--- config.mk ---
export PLATFORM = sky130hd
export DESIGN_NAME = tcc_channel
export DESIGN_NICKNAME = d
export VERILOG_FILES = /design/src/tcc_pkg.sv /design/src/tcc_channel.sv /design/src/tcc_gr_unit.sv
export VERILOG_INCLUDE_DIRS = /design/src /design/src/src
export SDC_FILE = /design/constraint.sdc
export NUM_CORES = 1
export LEC_CHECK = 0
export ABC_AREA = 1
export BUFFER_PORTS_ARGS = -buffer_cell sky130_fd_sc_hd__buf_2
export CELL_PAD_IN_SITES_DETAIL_PLACEMENT = 2
export CELL_PAD_IN_SITES_GLOBAL_PLACEMENT = 2
export CORE_AREA = 2 2 177 179
export CTS_BUF_LIST = sky130_fd_sc_hd__clkbuf_4 sky130_fd_sc_hd__clkbuf_8
export CTS_CLUSTER_SIZE = 12
export DETAILED_ROUTE_END_ITERATION = 6
export DIE_AREA = 0 0 179 181
export PLACE_DENSITY = 0.76
export SETUP_SLACK_MARGIN = 0.3
export SLEW_MARGIN = 25
export SYNTH_ARGS = -nofsm -noshare
export SYNTH_HDL_FRONTEND = slang
export SYNTH_SLANG_ARGS = --single-unit
--- constraint.sdc ---
create_clock -name i_ref_clk -period 2.2 [get_ports i_ref_clk]
set_clock_uncertainty 0.05 [all_clocks]
set_input_delay 0.11 -clock i_ref_clk [delete_from_list [all_inputs] [get_ports i_ref_clk]]
set_output_delay 0.11 -clock i_ref_clk [all_outputs]
set_load 0.05 [all_outputs]
--- src/tcc_regs.svh ---
// Purpose: constants of the timer channel contention block
// Assumes: one system clock, bus states given as strobes
// Notes:   fields, reset values and codes only
//
// Summary of operation
// - Counter clear in the final write state wins; the written count is lost.
// - Word write to the counter in its final state wins over an increment.
// - Byte write in second or third state skips the increment; other byte kept.
// - General register write in final state suppresses that compare match.
// - Overflow or underflow during counter write: write wins, wrap flag still set.
// - Register read in final state returns the value from before a capture.
// - Capture clear plus increment: counter clears, pre-clear count is captured.
// - Capture in final state of a general register write wins; write dropped.
// - Clear by compare match happens in the last matching state: period N+1.
// - Capture buffering beats a buffer register write in its final state.
// - Synchronized byte write loads all synchronized counters with the full value.
// - PWM mode has no capture; simultaneous matches A and B are suppressed.
// - Clear select 01 clears on A, 10 on B, 11 synchronous with sync bit.
// - Role bit 2 of each control field: 0 output compare, 1 input capture.
`ifndef TCC_REGS_SVH
`define TCC_REGS_SVH

`define TCC_COUNT_RST   16'h0000
`define TCC_GR_RST      16'hFFFF
`define TCC_BR_RST      16'hFFFF
`define TCC_COUNT_MAX   16'hFFFF
`define TCC_COUNT_MIN   16'h0000
`define TCC_ROLE_BIT    2
`define TCC_BE_LOW      2'h1
`define TCC_BE_HIGH     2'h2
`define TCC_BE_WORD     2'h3

`endif

--- src/tcc_pkg.sv ---
// Purpose: types shared by the timer channel files
// Assumes: tcc_regs.svh holds the numbers
// Notes:   merge is used for every byte-wise write
package tcc_pkg;
	typedef enum logic [1:0] {
		TCC_CLR_NONE = 2'h0,
		TCC_CLR_A    = 2'h1,
		TCC_CLR_B    = 2'h2,
		TCC_CLR_SYNC = 2'h3
	} tcc_clr_e;

	typedef enum logic [2:0] {
		TCC_SEL_COUNT = 3'h0,
		TCC_SEL_GRA   = 3'h1,
		TCC_SEL_GRB   = 3'h2,
		TCC_SEL_BRA   = 3'h3,
		TCC_SEL_BRB   = 3'h4
	} tcc_sel_e;

	typedef struct packed {
		logic [15:0] gr;
		logic [15:0] br;
		logic        match;
		logic        cap;
	} tcc_gr_s;

	typedef struct packed {
		logic [15:0] count;
		logic        wrap;
		logic [15:0] rd_data;
		logic [1:0]  match;
		logic [1:0]  cap;
		logic        clear_out;
		logic        sync_load;
		logic [15:0] sync_data;
	} tcc_chan_s;

	// Byte-enable merge of a write into a 16-bit value
	function automatic logic [15:0] tcc_merge(input logic [15:0] old_v,
		input logic [15:0] new_v, input logic [1:0] be);
		tcc_merge = {be[1] ? new_v[15:8] : old_v[15:8],
			be[0] ? new_v[7:0] : old_v[7:0]};
	endfunction : tcc_merge
endpackage : tcc_pkg

--- src/tcc_channel.sv ---
// Purpose: one timer channel resolving bus access against counter events
// Assumes: bus states arrive as one-cycle strobes; events are one-cycle pulses
// Notes:   all outputs registered; match and capture show one cycle late
`timescale 1ns/100ps
`include "tcc_regs.svh"
module tcc_channel (
	input  wire logic              i_ref_clk,
	input  wire logic              i_rst,
	input  wire logic              i_inc,
	input  wire logic              i_count_down,
	input  wire logic              i_cap_a,
	input  wire logic              i_cap_b,
	input  wire tcc_pkg::tcc_clr_e i_clear_select,
	input  wire logic              i_channel_sync_bit,
	input  wire logic              i_pulse_mode_bit,
	input  wire logic [2:0]        i_io_a,
	input  wire logic [2:0]        i_io_b,
	input  wire logic              i_buffer_a,
	input  wire logic              i_buffer_b,
	input  wire logic              i_sync_clear,
	input  wire logic              i_sync_load,
	input  wire logic [15:0]       i_sync_data,
	input  wire logic              i_wrap_clear,
	input  wire logic              i_wr_t2,
	input  wire logic              i_wr_t3,
	input  wire tcc_pkg::tcc_sel_e i_wr_sel,
	input  wire logic [1:0]        i_wr_be,
	input  wire logic [15:0]       i_wr_data,
	input  wire logic              i_rd_t3,
	input  wire tcc_pkg::tcc_sel_e i_rd_sel,
	output logic [15:0]            o_count,
	output logic [15:0]            o_gra,
	output logic [15:0]            o_grb,
	output logic [15:0]            o_bra,
	output logic [15:0]            o_brb,
	output logic                   o_match_a,
	output logic                   o_match_b,
	output logic                   o_capture_a,
	output logic                   o_capture_b,
	output logic                   o_wrap_flag,
	output logic                   o_clear_out,
	output logic                   o_sync_load,
	output logic [15:0]            o_sync_data,
	output logic [15:0]            o_rd_data
);
	import tcc_pkg::*;

	tcc_chan_s   st_q;
	tcc_chan_s   st_d;
	tcc_gr_s     gr_st [2];
	logic [1:0]  match_raw;
	logic [1:0]  cap_fire;
	logic [1:0]  match_ok;
	logic [1:0]  match_eff;
	logic [1:0]  ev;
	logic [1:0]  wr_gr;
	logic [1:0]  wr_br;
	logic [1:0]  is_cap;
	logic [1:0]  buf_en;
	logic [1:0]  cap_in;
	logic        cnt_wr;
	logic        byte_wr;
	logic        inc_block;
	logic        tick;
	logic        clear_ev;
	logic        wrap_ev;
	logic [15:0] cnt_merged;

	function automatic logic sel_hit(input logic stb, input tcc_sel_e sel,
		input tcc_sel_e want);
		sel_hit = stb & (sel == want);
	endfunction : sel_hit

	assign wr_gr[0] = sel_hit(i_wr_t3, i_wr_sel, TCC_SEL_GRA);
	assign wr_gr[1] = sel_hit(i_wr_t3, i_wr_sel, TCC_SEL_GRB);
	assign wr_br[0] = sel_hit(i_wr_t3, i_wr_sel, TCC_SEL_BRA);
	assign wr_br[1] = sel_hit(i_wr_t3, i_wr_sel, TCC_SEL_BRB);
	// role bit picks compare or capture
	assign is_cap   = {i_io_b[`TCC_ROLE_BIT], i_io_a[`TCC_ROLE_BIT]};
	assign buf_en   = {i_buffer_b, i_buffer_a};
	assign cap_in   = {i_cap_b, i_cap_a};

	// simultaneous A and B matches inhibited in PWM mode
	assign match_ok[0] = ~(i_pulse_mode_bit & match_raw[1]);
	assign match_ok[1] = ~(i_pulse_mode_bit & match_raw[0]);
	assign match_eff = match_raw & match_ok;

	genvar g;
	generate
		for (g = 0; g < 2; g++) begin : g_gr
			tcc_gr_unit u_gr (
				.i_ref_clk    (i_ref_clk),
				.i_rst        (i_rst),
				.i_count      (st_q.count),
				.i_tick       (tick),
				.i_is_capture (is_cap[g]),
				.i_pwm        (i_pulse_mode_bit),
				.i_buffer_en  (buf_en[g]),
				.i_cap_pulse  (cap_in[g]),
				.i_match_ok   (match_ok[g]),
				.i_wr_gr      (wr_gr[g]),
				.i_wr_br      (wr_br[g]),
				.i_be         (i_wr_be),
				.i_wr_data    (i_wr_data),
				.o_state      (gr_st[g]),
				.o_match_raw  (match_raw[g]),
				.o_cap_fire   (cap_fire[g])
			);
		end
	endgenerate

	always_comb begin
		st_d = st_q;
		cnt_wr = sel_hit(i_wr_t3, i_wr_sel, TCC_SEL_COUNT);
		byte_wr = (i_wr_be != `TCC_BE_WORD);
		// word write blocks in T3; byte write blocks in T2 and T3
		inc_block = cnt_wr | (sel_hit(i_wr_t2, i_wr_sel, TCC_SEL_COUNT) & byte_wr);
		tick = i_inc;
		ev = match_eff | cap_fire;
		unique case (i_clear_select)
			TCC_CLR_A:    clear_ev = ev[0];
			TCC_CLR_B:    clear_ev = ev[1];
			TCC_CLR_SYNC: clear_ev = i_sync_clear & i_channel_sync_bit;
			TCC_CLR_NONE: clear_ev = 1'b0;
		endcase
		// wrap seen even when the write swallows the count
		wrap_ev = tick & ~clear_ev & (i_count_down ? (st_q.count == `TCC_COUNT_MIN)
			: (st_q.count == `TCC_COUNT_MAX));
		cnt_merged = tcc_merge(st_q.count, i_wr_data, i_wr_be);
		// clear wins over write; clear wins over increment
		if (clear_ev) begin
			st_d.count = `TCC_COUNT_RST;
		end else if (cnt_wr) begin
			st_d.count = cnt_merged;
		end else if (i_sync_load & i_channel_sync_bit) begin
			st_d.count = i_sync_data;
		end else if (tick & ~inc_block) begin
			st_d.count = i_count_down ? st_q.count - 16'h0001 : st_q.count + 16'h0001;
		end
		// Set wins over a software clear in the same cycle
		st_d.wrap = wrap_ev | (st_q.wrap & ~i_wrap_clear);
		// broadcast full 16-bit value to synchronized peers
		st_d.sync_load = cnt_wr & ~clear_ev & i_channel_sync_bit;
		st_d.sync_data = cnt_merged;
		st_d.clear_out = clear_ev;
		st_d.match = match_eff;
		st_d.cap = cap_fire;
		// read samples registers before this cycle's capture
		if (i_rd_t3) begin
			unique case (i_rd_sel)
				TCC_SEL_COUNT: st_d.rd_data = st_q.count;
				TCC_SEL_GRA:   st_d.rd_data = gr_st[0].gr;
				TCC_SEL_GRB:   st_d.rd_data = gr_st[1].gr;
				TCC_SEL_BRA:   st_d.rd_data = gr_st[0].br;
				TCC_SEL_BRB:   st_d.rd_data = gr_st[1].br;
				default:       st_d.rd_data = 16'h0000;
			endcase
		end
	end

	always_ff @(posedge i_ref_clk) begin
		if (i_rst) begin
			st_q <= '{count: `TCC_COUNT_RST, wrap: 1'b0, rd_data: 16'h0000,
				match: 2'h0, cap: 2'h0, clear_out: 1'b0, sync_load: 1'b0,
				sync_data: 16'h0000};
		end else begin
			st_q <= st_d;
		end
	end

	// Sub-unit flags equal st_q copies; both registered on the same edge
	assign o_count     = st_q.count;
	assign o_gra       = gr_st[0].gr;
	assign o_grb       = gr_st[1].gr;
	assign o_bra       = gr_st[0].br;
	assign o_brb       = gr_st[1].br;
	assign o_match_a   = st_q.match[0];
	assign o_match_b   = st_q.match[1];
	assign o_capture_a = st_q.cap[0];
	assign o_capture_b = st_q.cap[1];
	assign o_wrap_flag = st_q.wrap;
	assign o_clear_out = st_q.clear_out;
	assign o_sync_load = st_q.sync_load;
	assign o_sync_data = st_q.sync_data;
	assign o_rd_data   = st_q.rd_data;

	a_clear_beats_write: assert property (@(posedge i_ref_clk) disable iff (i_rst)
		clear_ev && cnt_wr |=> o_count == 16'h0000)
		else $error("counter write survived a clear");

	a_word_write_wins: assert property (@(posedge i_ref_clk) disable iff (i_rst)
		cnt_wr && !clear_ev && i_wr_be == 2'h3 && i_inc
		|=> o_count == $past(i_wr_data))
		else $error("word write lost to increment");

	a_byte_write_keep: assert property (@(posedge i_ref_clk) disable iff (i_rst)
		cnt_wr && !clear_ev && i_wr_be == 2'h1
		|=> o_count[15:8] == $past(o_count[15:8])
		&& o_count[7:0] == $past(i_wr_data[7:0]))
		else $error("byte write disturbed the other byte");

	a_byte_t2_hold: assert property (@(posedge i_ref_clk) disable iff (i_rst)
		i_wr_t2 && !i_wr_t3 && i_wr_sel == TCC_SEL_COUNT && i_wr_be != 2'h3
		&& !clear_ev && !(i_sync_load && i_channel_sync_bit)
		|=> $stable(o_count))
		else $error("count moved in T2 of byte write");

	a_gr_write_nomatch: assert property (@(posedge i_ref_clk) disable iff (i_rst)
		wr_gr[0] |=> !o_match_a)
		else $error("match raised during register write");

	a_wrap_under_write: assert property (@(posedge i_ref_clk) disable iff (i_rst)
		cnt_wr && !clear_ev && i_inc && !i_count_down && o_count == 16'hFFFF
		|=> o_wrap_flag && o_count == $past(cnt_merged))
		else $error("wrap flag missed under write");

	a_read_precapture: assert property (@(posedge i_ref_clk) disable iff (i_rst)
		i_rd_t3 && i_rd_sel == TCC_SEL_GRA |=> o_rd_data == $past(o_gra))
		else $error("read returned captured value");

	a_capture_clear: assert property (@(posedge i_ref_clk) disable iff (i_rst)
		cap_fire[0] && i_clear_select == TCC_CLR_A && i_inc
		|=> o_count == 16'h0000 && o_gra == $past(o_count))
		else $error("capture clear mishandled");

	a_capture_beats_wr: assert property (@(posedge i_ref_clk) disable iff (i_rst)
		cap_fire[1] && wr_gr[1] |=> o_grb == $past(o_count))
		else $error("register write beat capture");

	a_match_period: assert property (@(posedge i_ref_clk) disable iff (i_rst)
		i_clear_select == TCC_CLR_B && match_eff[1]
		|-> o_count == o_grb ##1 o_count == 16'h0000 && o_match_b)
		else $error("compare clear off by one");

	a_buffer_capture: assert property (@(posedge i_ref_clk) disable iff (i_rst)
		cap_fire[0] && i_buffer_a && wr_br[0] |=> o_bra == $past(o_gra))
		else $error("buffer write beat capture transfer");

	a_sync_broadcast: assert property (@(posedge i_ref_clk) disable iff (i_rst)
		cnt_wr && !clear_ev && i_channel_sync_bit
		|=> o_sync_load && o_sync_data == o_count)
		else $error("synchronized counters not loaded");

	a_pwm_inhibit: assert property (@(posedge i_ref_clk) disable iff (i_rst)
		i_pulse_mode_bit |=> !(o_match_a && o_match_b) && !o_capture_a)
		else $error("PWM mode match or capture leaked");

	a_sync_clear: assert property (@(posedge i_ref_clk) disable iff (i_rst)
		i_clear_select == TCC_CLR_SYNC && i_sync_clear && !i_channel_sync_bit
		&& !cnt_wr && !i_inc && !i_sync_load |=> $stable(o_count))
		else $error("sync clear without sync bit");

	a_role_compare: assert property (@(posedge i_ref_clk) disable iff (i_rst)
		!i_io_a[2] |=> !o_capture_a)
		else $error("capture in compare role");

	a_role_compare_b: assert property (@(posedge i_ref_clk) disable iff (i_rst)
		!i_io_b[2] |=> !o_capture_b)
		else $error("capture in compare role on B");

	a_role_capture: assert property (@(posedge i_ref_clk) disable iff (i_rst)
		i_io_a[2] && i_io_b[2] |=> !o_match_a && !o_match_b)
		else $error("match raised in capture role");

	a_grb_write_nomatch: assert property (@(posedge i_ref_clk) disable iff (i_rst)
		wr_gr[1] |=> !o_match_b)
		else $error("match B raised during register write");

	a_byte_high_keep: assert property (@(posedge i_ref_clk) disable iff (i_rst)
		cnt_wr && !clear_ev && i_wr_be == 2'h2
		|=> o_count[7:0] == $past(o_count[7:0])
		&& o_count[15:8] == $past(i_wr_data[15:8]))
		else $error("high byte write disturbed the low byte");

	a_wrap_set_wins: assert property (@(posedge i_ref_clk) disable iff (i_rst)
		wrap_ev |=> o_wrap_flag)
		else $error("wrap event lost");

	a_wrap_sticky: assert property (@(posedge i_ref_clk) disable iff (i_rst)
		o_wrap_flag && !i_wrap_clear |=> o_wrap_flag)
		else $error("wrap flag dropped without a clear");

	a_clear_pulse: assert property (@(posedge i_ref_clk) disable iff (i_rst)
		clear_ev |=> o_clear_out && o_count == 16'h0000)
		else $error("clear event without zero count");

	a_sync_clear_on: assert property (@(posedge i_ref_clk) disable iff (i_rst)
		i_clear_select == TCC_CLR_SYNC && i_sync_clear && i_channel_sync_bit
		|=> o_count == 16'h0000)
		else $error("sync clear ignored with sync bit set");

	a_pwm_no_cap_b: assert property (@(posedge i_ref_clk) disable iff (i_rst)
		i_pulse_mode_bit |=> !o_capture_b)
		else $error("PWM mode capture B leaked");
endmodule : tcc_channel

--- src/tcc_gr_unit.sv ---
// Purpose: one general register with its buffer register
// Assumes: count and tick come from the channel counter
// Notes:   match pulse is raw, the channel gates it; capture is gated here by role and PWM
`timescale 1ns/100ps
`include "tcc_regs.svh"
module tcc_gr_unit (
	input  wire logic        i_ref_clk,
	input  wire logic        i_rst,
	input  wire logic [15:0] i_count,
	input  wire logic        i_tick,
	input  wire logic        i_is_capture,
	input  wire logic        i_pwm,
	input  wire logic        i_buffer_en,
	input  wire logic        i_cap_pulse,
	input  wire logic        i_match_ok,
	input  wire logic        i_wr_gr,
	input  wire logic        i_wr_br,
	input  wire logic [1:0]  i_be,
	input  wire logic [15:0] i_wr_data,
	output tcc_pkg::tcc_gr_s o_state,
	output logic             o_match_raw,
	output logic             o_cap_fire
);
	import tcc_pkg::*;

	tcc_gr_s st_q;
	tcc_gr_s st_d;

	always_comb begin
		st_d = st_q;
		// role from bit 2; no capture in PWM
		o_cap_fire = i_cap_pulse & i_is_capture & ~i_pwm;
		// match in last matching state; write kills it
		o_match_raw = i_tick & ~i_is_capture & (i_count == st_q.gr) & ~i_wr_gr;
		st_d.match = o_match_raw & i_match_ok;
		st_d.cap = o_cap_fire;
		// capture beats write; capture takes pre-clear count
		if (o_cap_fire) begin
			st_d.gr = i_count;
		end else if (i_wr_gr) begin
			st_d.gr = tcc_merge(st_q.gr, i_wr_data, i_be);
		end else if (i_buffer_en & o_match_raw & i_match_ok) begin
			st_d.gr = st_q.br;
		end
		if (o_cap_fire & i_buffer_en) begin
			st_d.br = st_q.gr;
		end else if (i_wr_br) begin
			st_d.br = tcc_merge(st_q.br, i_wr_data, i_be);
		end
	end

	always_ff @(posedge i_ref_clk) begin
		if (i_rst) begin
			st_q <= '{gr: `TCC_GR_RST, br: `TCC_BR_RST, match: 1'b0, cap: 1'b0};
		end else begin
			st_q <= st_d;
		end
	end

	assign o_state = st_q;
endmodule : tcc_gr_unit

==> flow_summary.yaml <==
run_status:
  status: "finished with violations"
  violations: "negative setup slack"
synth:
  synth_top_family_by_area: "simple AND/OR/NAND/NOR gates"
  synthMuxAreaShare_pct: 0
  synthXorXnorAreaFrac_pct: 1.24
  synth_compound_gate_area_share_pct: 21.0
  synth-simple-area-share_pct: 34.3
  syn_nets: 1333
  yosysWarnings: 0
  yosys_register_bits: 119
  synth_cell_types: 42
  synthCells: 1254
  synthAdderAreaFrac_pct: 2.51
  syn_avg_cell_area_um2: 6.21
  synth_area_um2: 7790
  seq_area_frac_synth_pct: 30.6
critical_path:
  crit_path_end_kind: "flip-flop"
  critical_path_class: "reg -> reg"
  r2r-end: "o_count[13]"
  worstPathMaxFanout: 4
  arrival_ns: 2.55
  cp_data_required_time_ns: 2.52
  startpoint_type: "flip-flop"
  regToRegSetupSlack_ns: -0.04
  reg2reg_from: "o_count[1]"
  reg2reg_depth: 13
floorplan:
  fp.dieW_um: 179
  dieArea_um2: 32400
  core-area_um2: 30300
  io_pins: 183
  die_height_um: 181
  num_rows: 64
  initial_core_util_pct: 25.7
sta:
  fin_crit_ns: 2.24
  setup_viol: 1
  slew_headroom_pct: 59.5
  tightest_slew_ns: 0.607
  post-route-period-util_pct: 102
  holdWs_ns: 0.0298
  hold_viol: 0
  layout_setup_ws_ns: -0.0355
  slew_violations: 0
  max_freq_mhz: 447
  rsz0062_at_grt: "yes"
clock_tree:
  cts-root-buf: "clkbuf_8"
  tritoncts: "yes"
  insertion_delay_ns: 0.49
  path_clk_slew_ns: 0.10
  htree_levels: 4
  clk_path_buf_depth: 2
  numCtsBuffers: 17
  clock_sinks: 119
power:
  ir_drop_mv: 0.341
  powerDensity_nw_per_um2: 636
  leakagePower_nw: 5.44
finish:
  area_growth_pct: 44.4
  nFillCells: 3648
  drive_gt1_share_pct: 34.1
  fin_area_um2: 11200
  fin_nets: 1597
  diodes: 0
worst_hold_path:
  hold_start: "i_pulse_mode_bit"
  hold_class: "in -> reg"
  hold_path_end: "o_match_b"
  holdPathStages: 4
place:
  portBuffers: 178
  place_area_um2: 9630
  dp_hpwl_um: 32500
  gp_congestion: 0.902
global_route:
  gr-usage-all-layers_pct: 25.8
  grt_max_degree: 44
  grt_pass1_wl_um: 63000
  antenna_found_initial: 0
  grt_pass1_vias: 10400
  grt_remaining_overflow: 0
drt:
  routed_via_density: 5.29
  first_iter_violations: 603
  via_count: 10200
  ant_nets: 0
  first_pass_iters: 5
  post_drt_wl_per_cell_um: 22.9
  wl_um: 44100
  remaining_drc_errors: 0
run:
  drv_cap: 0
[layout by cell type, fill, tap and decap left out, types with 6 or more instances in the layout]
cell | netlist | routed
nor2_2 | 12 | 17
nor2_4 | 2 | 15
inv_1 | 141 | 138
nand3_4 | 1 | 8
buf_2 | 10 | 178
a21oi_2 | 0 | 8
o221ai_1 | 43 | 43
nor3_1 | 16 | 15
nor2_1 | 90 | 72
dlygate4sd3_1 | 0 | 21
nand2_1 | 360 | 334
nand4_1 | 14 | 14
o211ai_1 | 11 | 11
a21oi_1 | 79 | 70
nand2_2 | 6 | 21
nand3_2 | 1 | 53
nor4_1 | 6 | 6
nand2_4 | 3 | 9
o22ai_1 | 9 | 9
dfxtp_2 | 0 | 30
o21ai_1 | 5 | 6
xnor2_1 | 8 | 8
dfxtp_4 | 0 | 18
buf_6 | 3 | 7
dfxtp_1 | 119 | 71
buf_4 | 0 | 90
clkbuf_8 | 0 | 19
o21ai_0 | 120 | 118
nand3_1 | 108 | 49
[synth_stat cells (all sizes together)]
| library cell | n | area share, % |
|---|---|---|
| nand3b | 2 | 0.19 |
| xnor2 | 8 | 0.90 |
| nand3 | 110 | 7.3 |
| fa | 1 | 0.26 |
| xor2 | 3 | 0.34 |
| o211ai | 11 | 1.1 |
| o2111a | 1 | 0.14 |
| buf | 17 | 1.3 |
| nand4 | 14 | 1.1 |
| nor3b | 1 | 0.096 |
| a221oi | 1 | 0.11 |
| a21oi | 79 | 5.1 |
| or2 | 2 | 0.16 |
| a22oi | 2 | 0.19 |
| o21a | 3 | 0.29 |
| o21bai | 2 | 0.19 |
| inv | 144 | 6.9 |
| nor2 | 104 | 5.6 |
| and2 | 1 | 0.080 |
| nor4 | 6 | 0.48 |
| o2111ai | 2 | 0.23 |
| o22ai | 9 | 0.72 |
| a21boi | 1 | 0.096 |
| o21ai | 125 | 8.0 |
| nand2 | 369 | 18 |
| dfxtp | 119 | 31 |
| clkinv | 4 | 0.19 |
| ha | 14 | 2.2 |
| o221ai | 43 | 4.8 |
| nor3 | 16 | 1.0 |
| clkbuf | 40 | 1.9 |
[layer usage]
metal | part of all wire, % | global-route usage, % | vias to the layer above | wire length, µm
met4 | 2.7 | 6.70 | 0 | 1180
li1 | - | - | 4706 | -
met1 | 44 | 33.4 | 5156 | 19400
met5 | 0 | 0 | - | 0
met2 | 50 | 44.9 | 269 | 22000
met3 | 3.6 | 3.16 | 69 | 1590
[state kept, by name (all words and copies together) (netlist names)]
signal and count:
g_gr.u_gr.o_state 64, o_capture_a 1, o_capture_b 1, o_clear_out 1
o_count 16, o_match_a 1, o_match_b 1, o_rd_data 16
o_sync_data 16, o_sync_load 1, o_wrap_flag 1
[worst max path at each step]
stage | from | end | slack (ns) | cells past startpoint
floorplan | o_count[1] | o_count[14] | 0.26 | 13
global placement | o_count[1] | o_clear_out | 0.06 | 12
detailed placement | o_count[1] | o_clear_out | -0.02 | 12
CTS | o_count[1] | o_count[10] | 0.13 | 13
global route | o_count[1] | o_count[13] | -0.14 | 13
finish | o_count[1] | o_count[13] | -0.04 | 13
[logic make-up (layout without fill, tap and decap cells)]
| family | count (synthesis) | after routing |
|---|---|---|
| AND/OR/NAND/NOR | 625 | 625 |
| AO/OA/AOI/OAI | 279 | 279 |
| buffers and inverters | 205 | 482 |
| adder cells (fa/ha/maj) | 15 | 15 |
| XOR/XNOR | 11 | 11 |
| flip-flops | 119 | 119 |
[critical path, cell delays in order, from the launching register on]
cell and delay, ns:
dfxtp_4 0.38, buf_4 0.15, ha_1 0.29, nand2_1 0.08, nand2_1 0.11, nand2_1 0.12
o21bai_2 0.23, nand2_1 0.13, nand3_1 0.09, nand3_1 0.11, nand2_1 0.11, nand2_1 0.07
a21oi_2 0.16, nor2_2 0.04
[power by group]
group	leakage, nW	switching (mW)	internal, mW	total [mW]
Clock	0.183	1.11	0.845	1.95
Sequential	0.975	0.204	2.31	2.51
Combinational	4.29	1.83	0.859	2.68
[timing repair]
action / CTS / global route
endpoints found under the hold margin: 26 / 0
setup buffers: 13 / 13
endpoints found under the setup margin: 51 / 52
hold buffers: 21 / 0
pin swaps: 13 / 30
gates resized for setup: 60 / 126
gates cloned: 1 / 0
[layout make-up]
type | count | area, µm² | area share, %
Tap cell | 396 | 495 | 4.41
Clock inverter | 12 | 73.8 | 0.657
Inverter | 148 | 563 | 5.01
Sequential cell | 119 | 2490 | 22.1
Multi-Input combinational cell | 930 | 5370 | 47.8
Timing Repair Buffer | 302 | 1980 | 17.6
Clock buffer | 20 | 269 | 2.39
[through the flow]
stage	utilization (%)	cells	setup TNS [ns]	setup WS, ns	power, mW
final	37.0	1927	-0.0355	-0.0355	7.14
after global routing	37.0	1927	-0.486	-0.142	7.46
after CTS	34.8	1914	0	0.128	6.92
after detailed placement	31.7	1847	-0.0203	-0.0152	4.83
after global placement	31.7	1847	0	0.0594	4.77
after floorplan	-	1254	0	0.258	3.96
Note: power is estimated with default switching activity, not from simulation.
